File: src/inc/cvm_pkg.sv
// Package with register map, field layout and codes of the channel value mapper.
package cvm_pkg;
    localparam int WORD_W = 16;
    localparam logic [7:0] OFS_CTRL = 8'h00;
    localparam logic [7:0] OFS_WORD = 8'h04;
    localparam logic [7:0] OFS_COIL = 8'h08;
    localparam logic [7:0] OFS_VALA = 8'h0c;
    localparam logic [7:0] OFS_VALB = 8'h10;
    localparam logic [7:0] OFS_VALC = 8'h14;
    localparam logic [7:0] OFS_ACT = 8'h18;
    localparam logic [7:0] OFS_THR = 8'h1c;
    localparam logic [7:0] OFS_STAT = 8'h20;
    // Control register layout.
    localparam int C_MODE = 0;
    localparam int C_DIR = 2;
    localparam int C_DPT = 3;
    localparam int C_INV = 4;
    localparam int C_POS = 8;
    localparam int C_CNT = 12;
    localparam int C_OFF = 20;
    // Write-action register layout.
    localparam int A_EN = 0;
    localparam int A_UP = 4;
    localparam int A_DN = 6;
    localparam int A_ST = 8;
    // Threshold register layout.
    localparam int T_HI = 16;
    localparam int T_EQ = 18;
    localparam int T_LO = 20;
    localparam int T_B1 = 24;
    localparam int T_B0 = 26;
    localparam int S_CFG = 0;
    localparam int S_RNG = 1;
    localparam logic [31:0] CTRL_RST = 32'h0000_1000;
    localparam logic [1:0] RESP_OKAY = 2'h0;
    localparam logic [1:0] RESP_SLVERR = 2'h2;
    localparam logic [1:0] MD_BIT = 2'h0;
    localparam logic [1:0] MD_BITW = 2'h1;
    localparam logic [1:0] MD_VAL = 2'h2;
    localparam logic [1:0] ACT_NONE = 2'h0;
    localparam logic [1:0] ACT_SET = 2'h1;
    localparam logic [1:0] ACT_CLR = 2'h2;
    localparam logic [1:0] SND_NONE = 2'h0;
    localparam logic [1:0] SND_A = 2'h1;
    localparam logic [1:0] SND_B = 2'h2;
    localparam logic [1:0] SND_C = 2'h3;
    localparam logic [1:0] DIM_UP = 2'h0;
    localparam logic [1:0] DIM_DOWN = 2'h1;
    localparam logic [1:0] DIM_STOP = 2'h2;
endpackage

File: src/hdl/cvm_mapper.sv
// Channel value mapper: switch and dimming telegrams against a coil and a word register image.
// Summary of operation
// Bit mode copies the switch value onto the coil.
// Inversion makes the coil the complement of the switch value, both ways.
// Bit-in-word mode maps the switch value onto one word bit, optionally inverted.
// Value mode uses a field of given width at given offset from the LSB.
// An ON telegram writes the ON value into the field when enabled.
// An OFF telegram writes the OFF value into the field when enabled.
// Field above threshold triggers its configured send action.
// Field equal to threshold triggers its configured send action.
// Field below threshold triggers its configured send action.
// Each dimming command sets, clears or leaves the coil as configured.
// Each monitored bit state sends its configured dimming command or nothing.
// Bit-in-word dimming applies the per-command actions to the chosen word bit.
// A dim-up command writes its value into the field when enabled.
// A dim-down command writes its value into the field when enabled.
// A field with width plus offset above sixteen disables the channel.
// A value wider than the field is rejected and never written.
// A dim-stop command writes its value into the field when enabled.
// Field and bit writes keep every other bit of the word.
// Field and threshold compare as unsigned numbers of field width.
`timescale 1ns/1ps
module cvm_mapper import cvm_pkg::*; (
    // Clock and reset.
    input wire logic aclk,
    input wire logic aresetn,
    // Register bus.
    input wire logic [7:0] s_axi_awaddr,
    input wire logic s_axi_awvalid,
    output logic s_axi_awready,
    input wire logic [31:0] s_axi_wdata,
    input wire logic [3:0] s_axi_wstrb,
    input wire logic s_axi_wvalid,
    output logic s_axi_wready,
    output logic [1:0] s_axi_bresp,
    output logic s_axi_bvalid,
    input wire logic s_axi_bready,
    input wire logic [7:0] s_axi_araddr,
    input wire logic s_axi_arvalid,
    output logic s_axi_arready,
    output logic [31:0] s_axi_rdata,
    output logic [1:0] s_axi_rresp,
    output logic s_axi_rvalid,
    input wire logic s_axi_rready,
    // Received group telegram.
    input wire logic rx_valid,
    input wire logic rx_switch,
    input wire logic [1:0] rx_dim,
    // Telegram to send.
    output logic tx_valid,
    output logic tx_switch,
    output logic [1:0] tx_dim
);
    logic awready_ff, wready_ff, bvalid_ff, arready_ff, rvalid_ff, tx_valid_ff, tx_switch_ff, eval_ff, rng_ff;
    logic nxt_awready, nxt_wready, nxt_bvalid, nxt_arready, nxt_rvalid, nxt_tx_valid, nxt_tx_switch;
    logic nxt_eval, nxt_rng, coil_ff, nxt_coil;
    logic [1:0] bresp_ff, nxt_bresp, rresp_ff, nxt_rresp, tx_dim_ff, nxt_tx_dim;
    logic [31:0] rdata_ff, nxt_rdata, ctrl_ff, nxt_ctrl, act_ff, nxt_act, thr_ff, nxt_thr;
    logic [15:0] word_ff, nxt_word, vala_ff, nxt_vala, valb_ff, nxt_valb, valc_ff, nxt_valc;

    function automatic logic [15:0] fmask(input logic [4:0] cnt, input logic [3:0] off);
        logic [16:0] m;
        m = (17'(1) << cnt) - 17'(1);
        return 16'(m << off);
    endfunction
    function automatic logic [15:0] fext(input logic [15:0] w, input logic [4:0] cnt, input logic [3:0] off);
        return (w & fmask(cnt, off)) >> off;
    endfunction
    function automatic logic [31:0] merge(input logic [31:0] o, input logic [31:0] d, input logic [3:0] s);
        logic [31:0] r;
        r = o;
        for (int i = 0; i < 4; i++) begin
            if (s[i]) begin
                r[i*8 +: 8] = d[i*8 +: 8];
            end
        end
        return r;
    endfunction

    logic [1:0] mode;
    logic dir, dpt, inv;
    logic [3:0] pos, off;
    logic [4:0] cnt;
    logic [15:0] msk, fld, thv;
    logic cfg_ok, wr_hs, rd_hs, wr_word, wr_coil;
    assign mode = ctrl_ff[C_MODE +: 2];
    assign dir = ctrl_ff[C_DIR];
    assign dpt = ctrl_ff[C_DPT];
    assign inv = ctrl_ff[C_INV];
    assign pos = ctrl_ff[C_POS +: 4];
    assign cnt = ctrl_ff[C_CNT +: 5];
    assign off = ctrl_ff[C_OFF +: 4];
    assign msk = fmask(cnt, off);
    // A zero width or a field past bit 15 leaves the channel idle.
    assign cfg_ok = (mode != MD_VAL) || (cnt != 5'h0 && ({1'b0, cnt} + {2'h0, off}) <= 6'(WORD_W));
    assign fld = fext(word_ff, cnt, off);
    assign thv = thr_ff[15:0] & (msk >> off);
    // The bus write is taken in the cycle that both readies stand high.
    assign wr_hs = awready_ff && wready_ff;
    assign rd_hs = arready_ff;
    assign wr_word = wr_hs && s_axi_awaddr == OFS_WORD;
    assign wr_coil = wr_hs && s_axi_awaddr == OFS_COIL;

    logic tel_ok, bit_wr, bit_v, val_wr, val_fit;
    logic [1:0] bact, snd;
    logic [15:0] val, wbase;
    always_comb begin
        tel_ok = rx_valid && !dir && cfg_ok;
        bact = ACT_NONE;
        case (rx_dim)
            DIM_UP: bact = act_ff[A_UP +: 2];
            DIM_DOWN: bact = act_ff[A_DN +: 2];
            DIM_STOP: bact = act_ff[A_ST +: 2];
            default: bact = ACT_NONE;
        endcase
        bit_wr = dpt ? (bact != ACT_NONE) : 1'b1;
        bit_v = dpt ? (bact == ACT_SET) : (rx_switch ^ inv);
        val_wr = 1'b0;
        val = 16'h0;
        if (!dpt) begin
            val_wr = rx_switch ? act_ff[A_EN] : act_ff[A_EN + 1];
            val = rx_switch ? vala_ff : valb_ff;
        end else begin
            case (rx_dim)
                DIM_UP: begin
                    val_wr = act_ff[A_EN];
                    val = vala_ff;
                end
                DIM_DOWN: begin
                    val_wr = act_ff[A_EN + 1];
                    val = valb_ff;
                end
                DIM_STOP: begin
                    val_wr = act_ff[A_EN + 2];
                    val = valc_ff;
                end
                default: begin
                    val_wr = 1'b0;
                    val = 16'h0;
                end
            endcase
        end
        val_fit = (val & ~(msk >> off)) == 16'h0;
        snd = SND_NONE;
        if (mode == MD_VAL) begin
            if (fld > thv) begin
                snd = thr_ff[T_HI +: 2];
            end else if (fld == thv) begin
                snd = thr_ff[T_EQ +: 2];
            end else begin
                snd = thr_ff[T_LO +: 2];
            end
        end else begin
            snd = ((mode == MD_BIT) ? coil_ff : word_ff[pos]) ? thr_ff[T_B1 +: 2] : thr_ff[T_B0 +: 2];
        end
        wbase = wr_word ? 16'(merge(32'(word_ff), s_axi_wdata, s_axi_wstrb)) : word_ff;
    end

    // Bus slave, register file and telegram handling.
    always_comb begin
        nxt_awready = s_axi_awvalid && s_axi_wvalid && !awready_ff && !bvalid_ff;
        nxt_wready = nxt_awready;
        nxt_bvalid = bvalid_ff && !s_axi_bready;
        nxt_bresp = bresp_ff;
        nxt_arready = s_axi_arvalid && !arready_ff && !rvalid_ff;
        nxt_rvalid = rvalid_ff && !s_axi_rready;
        nxt_rresp = rresp_ff;
        nxt_rdata = rdata_ff;
        nxt_ctrl = ctrl_ff;
        nxt_act = act_ff;
        nxt_thr = thr_ff;
        nxt_vala = vala_ff;
        nxt_valb = valb_ff;
        nxt_valc = valc_ff;
        nxt_coil = coil_ff;
        nxt_word = wbase;
        nxt_rng = rng_ff;
        nxt_eval = (wr_word || wr_coil) && dir && cfg_ok;
        nxt_tx_valid = 1'b0;
        nxt_tx_switch = tx_switch_ff;
        nxt_tx_dim = tx_dim_ff;
        if (wr_hs) begin
            nxt_bvalid = 1'b1;
            nxt_bresp = RESP_OKAY;
            case (s_axi_awaddr)
                OFS_CTRL: nxt_ctrl = merge(ctrl_ff, s_axi_wdata, s_axi_wstrb);
                OFS_WORD: nxt_word = wbase;
                OFS_COIL: nxt_coil = s_axi_wstrb[0] ? s_axi_wdata[0] : coil_ff;
                OFS_VALA: nxt_vala = 16'(merge(32'(vala_ff), s_axi_wdata, s_axi_wstrb));
                OFS_VALB: nxt_valb = 16'(merge(32'(valb_ff), s_axi_wdata, s_axi_wstrb));
                OFS_VALC: nxt_valc = 16'(merge(32'(valc_ff), s_axi_wdata, s_axi_wstrb));
                OFS_ACT: nxt_act = merge(act_ff, s_axi_wdata, s_axi_wstrb);
                OFS_THR: nxt_thr = merge(thr_ff, s_axi_wdata, s_axi_wstrb);
                OFS_STAT: nxt_rng = rng_ff && !(s_axi_wstrb[0] && s_axi_wdata[S_RNG]);
                default: nxt_bresp = RESP_SLVERR;
            endcase
        end
        // A telegram lands on top of a same-cycle bus write and wins wherever both touch the same bits.
        if (tel_ok) begin
            case (mode)
                MD_BIT: nxt_coil = bit_wr ? bit_v : nxt_coil;
                MD_BITW: begin
                    if (bit_wr) begin
                        nxt_word[pos] = bit_v;
                    end
                end
                MD_VAL: begin
                    if (val_wr && val_fit) begin
                        nxt_word = (wbase & ~msk) | ((val << off) & msk);
                    end else if (val_wr) begin
                        nxt_rng = 1'b1;
                    end
                end
                default: nxt_coil = nxt_coil;
            endcase
        end
        if (eval_ff) begin
            if (!dpt) begin
                nxt_tx_valid = (mode != MD_VAL) || snd == SND_A || snd == SND_B;
                nxt_tx_switch = ((mode == MD_BIT) ? coil_ff : word_ff[pos]) ^ inv;
                if (mode == MD_VAL) begin
                    nxt_tx_switch = snd == SND_A;
                end
            end else begin
                nxt_tx_valid = snd != SND_NONE;
                nxt_tx_dim = (snd == SND_A) ? DIM_UP : (snd == SND_B) ? DIM_DOWN : DIM_STOP;
            end
        end
        if (rd_hs) begin
            nxt_rvalid = 1'b1;
            nxt_rresp = RESP_OKAY;
            case (s_axi_araddr)
                OFS_CTRL: nxt_rdata = ctrl_ff;
                OFS_WORD: nxt_rdata = 32'(word_ff);
                OFS_COIL: nxt_rdata = 32'(coil_ff);
                OFS_VALA: nxt_rdata = 32'(vala_ff);
                OFS_VALB: nxt_rdata = 32'(valb_ff);
                OFS_VALC: nxt_rdata = 32'(valc_ff);
                OFS_ACT: nxt_rdata = act_ff;
                OFS_THR: nxt_rdata = thr_ff;
                OFS_STAT: nxt_rdata = 32'({rng_ff, !cfg_ok});
                default: begin
                    nxt_rdata = 32'h0;
                    nxt_rresp = RESP_SLVERR;
                end
            endcase
        end
    end

    always_ff @(posedge aclk) begin
        if (!aresetn) begin
            awready_ff <= 1'b0;
            wready_ff <= 1'b0;
            bvalid_ff <= 1'b0;
            bresp_ff <= RESP_OKAY;
            arready_ff <= 1'b0;
            rvalid_ff <= 1'b0;
            rresp_ff <= RESP_OKAY;
            rdata_ff <= 32'h0;
            ctrl_ff <= CTRL_RST;
            act_ff <= 32'h0;
            thr_ff <= 32'h0;
            vala_ff <= 16'h0;
            valb_ff <= 16'h0;
            valc_ff <= 16'h0;
            coil_ff <= 1'b0;
            word_ff <= 16'h0;
            rng_ff <= 1'b0;
            eval_ff <= 1'b0;
            tx_valid_ff <= 1'b0;
            tx_switch_ff <= 1'b0;
            tx_dim_ff <= DIM_STOP;
        end else begin
            awready_ff <= nxt_awready;
            wready_ff <= nxt_wready;
            bvalid_ff <= nxt_bvalid;
            bresp_ff <= nxt_bresp;
            arready_ff <= nxt_arready;
            rvalid_ff <= nxt_rvalid;
            rresp_ff <= nxt_rresp;
            rdata_ff <= nxt_rdata;
            ctrl_ff <= nxt_ctrl;
            act_ff <= nxt_act;
            thr_ff <= nxt_thr;
            vala_ff <= nxt_vala;
            valb_ff <= nxt_valb;
            valc_ff <= nxt_valc;
            coil_ff <= nxt_coil;
            word_ff <= nxt_word;
            rng_ff <= nxt_rng;
            eval_ff <= nxt_eval;
            tx_valid_ff <= nxt_tx_valid;
            tx_switch_ff <= nxt_tx_switch;
            tx_dim_ff <= nxt_tx_dim;
        end
    end

    assign s_axi_awready = awready_ff;
    assign s_axi_wready = wready_ff;
    assign s_axi_bvalid = bvalid_ff;
    assign s_axi_bresp = bresp_ff;
    assign s_axi_arready = arready_ff;
    assign s_axi_rvalid = rvalid_ff;
    assign s_axi_rresp = rresp_ff;
    assign s_axi_rdata = rdata_ff;
    assign tx_valid = tx_valid_ff;
    assign tx_switch = tx_switch_ff;
    assign tx_dim = tx_dim_ff;

    a_coil_copy: assert property (@(posedge aclk) disable iff (!aresetn)
        tel_ok && !dpt && mode == MD_BIT && !inv |=> coil_ff == $past(rx_switch))
        else $error("coil does not follow switch value");
    a_coil_invert: assert property (@(posedge aclk) disable iff (!aresetn)
        tel_ok && !dpt && mode == MD_BIT && inv |=> coil_ff != $past(rx_switch))
        else $error("inverted coil equals switch value");
    a_word_bit: assert property (@(posedge aclk) disable iff (!aresetn)
        tel_ok && !dpt && mode == MD_BITW |=> word_ff[$past(pos)] == ($past(rx_switch) ^ $past(inv)))
        else $error("word bit does not follow switch value");
    a_on_value: assert property (@(posedge aclk) disable iff (!aresetn)
        tel_ok && !dpt && mode == MD_VAL && rx_switch && act_ff[A_EN] && val_fit
        |=> fext(word_ff, cnt, off) == $past(vala_ff))
        else $error("on value not written into field");
    a_bad_config: assert property (@(posedge aclk) disable iff (!aresetn)
        rx_valid && !cfg_ok && !wr_hs |=> $stable(word_ff) && $stable(coil_ff))
        else $error("misconfigured channel changed the image");
    a_value_range: assert property (@(posedge aclk) disable iff (!aresetn)
        tel_ok && mode == MD_VAL && val_wr && !val_fit && !wr_word |=> rng_ff && $stable(word_ff))
        else $error("oversized value was not rejected");
    a_keep_bits: assert property (@(posedge aclk) disable iff (!aresetn)
        tel_ok && mode == MD_VAL && !wr_word |=> ((word_ff ^ $past(word_ff)) & ~$past(msk)) == 16'h0)
        else $error("bits outside the field changed");
    a_higher_on: assert property (@(posedge aclk) disable iff (!aresetn)
        eval_ff && !dpt && mode == MD_VAL && fld > thv && thr_ff[T_HI +: 2] == SND_A
        |=> tx_valid && tx_switch ##1 !tx_valid)
        else $error("higher field did not send one on telegram");
    a_dim_bit_one: assert property (@(posedge aclk) disable iff (!aresetn)
        eval_ff && dpt && mode == MD_BIT && coil_ff && thr_ff[T_B1 +: 2] == SND_C
        |=> tx_valid && tx_dim == DIM_STOP)
        else $error("set bit did not send stop command");
endmodule // cvm_mapper

File: config.mk
export PLATFORM = sky130hd
export DESIGN_NAME = cvm_mapper
export DESIGN_NICKNAME = d
export VERILOG_FILES = /design/src/inc/cvm_pkg.sv /design/src/hdl/cvm_mapper.sv
export SDC_FILE = /design/constraint.sdc
export NUM_CORES = 1
export LEC_CHECK = 0
export BUFFER_PORTS_ARGS = -buffer_cell sky130_fd_sc_hd__buf_2
export CAP_MARGIN = 20
export CELL_PAD_IN_SITES_DETAIL_PLACEMENT = 1
export CELL_PAD_IN_SITES_GLOBAL_PLACEMENT = 2
export CORE_ASPECT_RATIO = 1.25
export CORE_MARGIN = 2
export CORE_UTILIZATION = 33
export CTS_CLUSTER_SIZE = 14
export DETAILED_ROUTE_END_ITERATION = 6
export PLACE_DENSITY = 0.77
export SLEW_MARGIN = 20
export SYNTH_ARGS = -nofsm -noshare
export SYNTH_HDL_FRONTEND = slang
export SYNTH_SLANG_ARGS = --single-unit
File: constraint.sdc
create_clock -name aclk -period 7 [get_ports aclk]
set_input_delay 0.35 -clock aclk [delete_from_list [all_inputs] [get_ports aclk]]
set_output_delay 0.35 -clock aclk [all_outputs]
set_load 0.1 [all_outputs]
==> results_dict.tcl <==
set metrics [dict create \
    port-buffer-count 105 \
    async_flop_share_pct 0 \
    core_um2 44100 \
    antenna_found_initial 2 \
    grt_usage_pct 30.2 \
    swShare_pct 24.3 \
    grt_max_degree 92 \
    num_io_pins 108 \
    place_congestion 0.984 \
    status "finished, violations left" \
    p_sw_uw 632 \
    initial_core_util_pct 33.5 \
    synth_area_leader_cell "dfxtp_1" \
    rsz0062_at_grt "no" \
    finalCritPeriodShare_pct 95.1 \
    synthCells 1888 \
    required_ns 7.40 \
    ys_seq_area_share_pct 27.7 \
    vias_per_cell 6.20 \
    clock-root-buffer "clkbuf_16" \
    grt_pass1_wl_um 107000 \
    synth_ff_type "dfxtp_1" \
    powerDensity_nw_per_um2 153 \
    synth-edff-count 0 \
    fp-row-count 86 \
    final_common_cell "nor2_1" \
    critical_path.startpoint_type "flop" \
    ys_warn_count 0 \
    drcViolationCount 1 \
    end_kind "flop" \
    synthToLayoutAreaGrowth_pct 14.7 \
    cts_inserted_buffers 23 \
    final_cell_mix "nor2_1 (295), mux2i_1 (207), dfxtp_1 (201)" \
    finClkSkew_ns 0.0322 \
    slew_headroom_pct 16.0 \
    synth_cell_type_count 106 \
    worst_pin_slew_ns 1.25 \
    crit_slowest_cell "or3_4" \
    cts_sinks 205 \
    slew_violations 0 \
    die_h_um 241 \
    synthTopCellsByArea "dfxtp_1 (28%), mux2i_1 (14%), nor2_1 (7.6%)" \
    clkPwrFrac_pct 49.9 \
    layout_setup_ws_ns 0.346 \
    tritoncts "built" \
    drive_above_1_share_pct 15.7 \
    leakage_uw 0.00684 \
    fmax_mhz 150 \
    p_int_uw 1970 \
    overflow 0 \
    clk_path_buf_depth 3 \
    dpl_cell_area_um2 16100 \
    hold_path.class "in -> reg" \
    seq_power_share_pct 45.1 \
    pwr-share-comb_pct 5.1 \
    drt_pass1_iterations 7 \
    cpPeakStageDelay_ns 0.43 \
    cts_max_level 1 \
    synth_area_per_cell_um2 7.83 \
    violations "DRC" \
    multi_input_area_um2 10100 \
    critPathArrivalTime_ns 7.05 \
    min_period_ns 6.65 \
    hpwl_um 54400 \
    finalHoldViolCount 0 \
    seqCellArea_um2 4110 \
    grt_pass1_vias 16377 \
    peakVddDrop_uv 191 \
    post-place-ws_ns 0.145 \
    final_cell_area_um2 17000 \
    final.setup.tns_ns 0 \
    path_clk_slew_ns 0.07 \
    num_vias 15766 \
    setup_viol 0 \
    nFillCells 5386 \
    final_nets 2043 \
    wire_per_inst_um 28.3 \
    drt_iter0_drc 1299 \
    ys_ff_latch 205 \
    cp_max_fo 9 \
    antenna_left 0 \
    path_class "reg -> reg" \
    wl_um 71900 \
    cap_violations 0 \
    netlist_area_um2 14800 \
    clock_latency_ns 0.54 \
    yosys.area.top_type_share_pct 27.7 \
    fp.dieW_um 193 \
    die-area_um2 46500 \
]
-- worst max-delay path: cells and delay by family, from the launching register on --
| family | cells | cell delay (ns) |
|---|---|---|
| buf+inv | 2 | 0.27 |
| fa+ha+maj | 3 | 0.86 |
| compound gates | 11 | 1.90 |
| simple gates | 9 | 2.03 |
| mux | 5 | 1.10 |
| flops | 1 | 0.34 |
-- worst paths after layout --
check / startpoint / end / slack (ns) / depth (start not counted)
worst min register to register: s_axi_bvalid / s_axi_wready / 0.45 / 1
worst max register to register: ctrl_ff[15] / tx_valid / 0.35 / 30
worst max-delay path: ctrl_ff[15] / tx_valid / 0.35 / 30
worst min-delay path: s_axi_wvalid / s_axi_wready / 0.04 / 3
-- cell usage after synthesis, drive strengths merged (8+ instances only) --
| library cell | instances |
|---|---|
| ha | 27 |
| buf | 48 |
| a222oi | 31 |
| nor2 | 299 |
| clkbuf | 97 |
| a21oi | 151 |
| a221o | 11 |
| nor4 | 8 |
| o21ai | 58 |
| o22ai | 12 |
| nand2b | 23 |
| nor3b | 9 |
| a211oi | 16 |
| a211o | 9 |
| mux4 | 10 |
| a21boi | 8 |
| mux2i | 207 |
| o21a | 13 |
| nor3 | 43 |
| o31ai | 15 |
| or3 | 10 |
| nand3 | 57 |
| a32oi | 8 |
| a21o | 10 |
| dfxtp | 205 |
| nand2 | 169 |
| a31oi | 28 |
| nand4 | 12 |
| nand3b | 11 |
| a2bb2oi | 8 |
| a22oi | 35 |
| o211ai | 17 |
| a221oi | 9 |
| and2 | 14 |
| inv | 37 |
| nor2b | 31 |
| mux2 | 18 |
-- power by group through the flow --
stage | sequential [uW] | clock [uW] | combinational [uW]
2_1_floorplan | 1210 | 0 | 58.3
3_3_place_gp | 1200 | 0 | 129
3_5_place_dp | 1200 | 0 | 131
4_1_cts | 1170 | 1320 | 131
5_1_grt | 1170 | 1360 | 139
6_report | 1170 | 1300 | 132
-- cell families after synthesis --
kind of cell / count (synthesis) / share of synthesized area [%]
muxes: 235 / 16.9
other: 1 / 0.0254
buffers and inverters: 183 / 5.17
and+or+nand+nor: 723 / 23.1
adders and majority gates: 29 / 2.49
AOI/OAI and AO/OA: 509 / 24.4
xor gates and xnor gates: 3 / 0.178
DFF: 205 / 27.7
-- registers in the layout, summed over array words and instances (netlist names) --
register,count
valc_ff,16
valb_ff,16
eval_ff,1
s_axi_arready,1
tx_valid,1
thr_ff,32
s_axi_rresp,1
rng_ff,1
s_axi_rvalid,1
tx_switch,1
ctrl_ff,32
word_ff,16
s_axi_rdata,32
s_axi_bvalid,1
act_ff,32
s_axi_bresp,1
s_axi_wready,1
tx_dim,2
vala_ff,16
coil_ff,1
-- metal layers --
layer  part of all wire, %  wire length, um  vias up  global-route usage [%]
met4                   7.1             5130        0                    19.4
li1                      -                -     7128                       -
met5                     0                0        -                       0
met1                    41            29100     7938                    35.4
met3                   4.3             3120      206                    3.35
met2                    48            34500      494                    52.6
-- stage by stage --
step,util (%),hold slack [ns],instances,power (uW)
floorplan,-,0.438,1889,1270
global placement,36.4,0.426,2497,1330
detailed placement,36.4,0.447,2497,1330
CTS,38.2,0.0154,2538,2620
global route,38.5,0.0422,2541,2670
finish,38.5,0.0387,2542,2600
-- layout make-up --
| class | instances | area share, % |
|---|---|---|
| tap | 572 | 4.22 |
| multi-input combinational | 1501 | 59.4 |
| antenna | 2 | 0.0295 |
| clock buffer | 31 | 3.63 |
| inverter | 38 | 0.870 |
| sequential | 205 | 24.2 |
| timing repair buffer | 183 | 6.69 |
| clock inverter | 10 | 0.951 |
-- repair_timing --
| item | CTS | global route |
|---|---|---|
| hold buffers | 0 | 0 |
| setup buffers | 0 | 2 |
| resized for setup | 0 | 19 |
| setup endpoints to repair | 0 | 4 |
(Power assumes the default switching activity.)
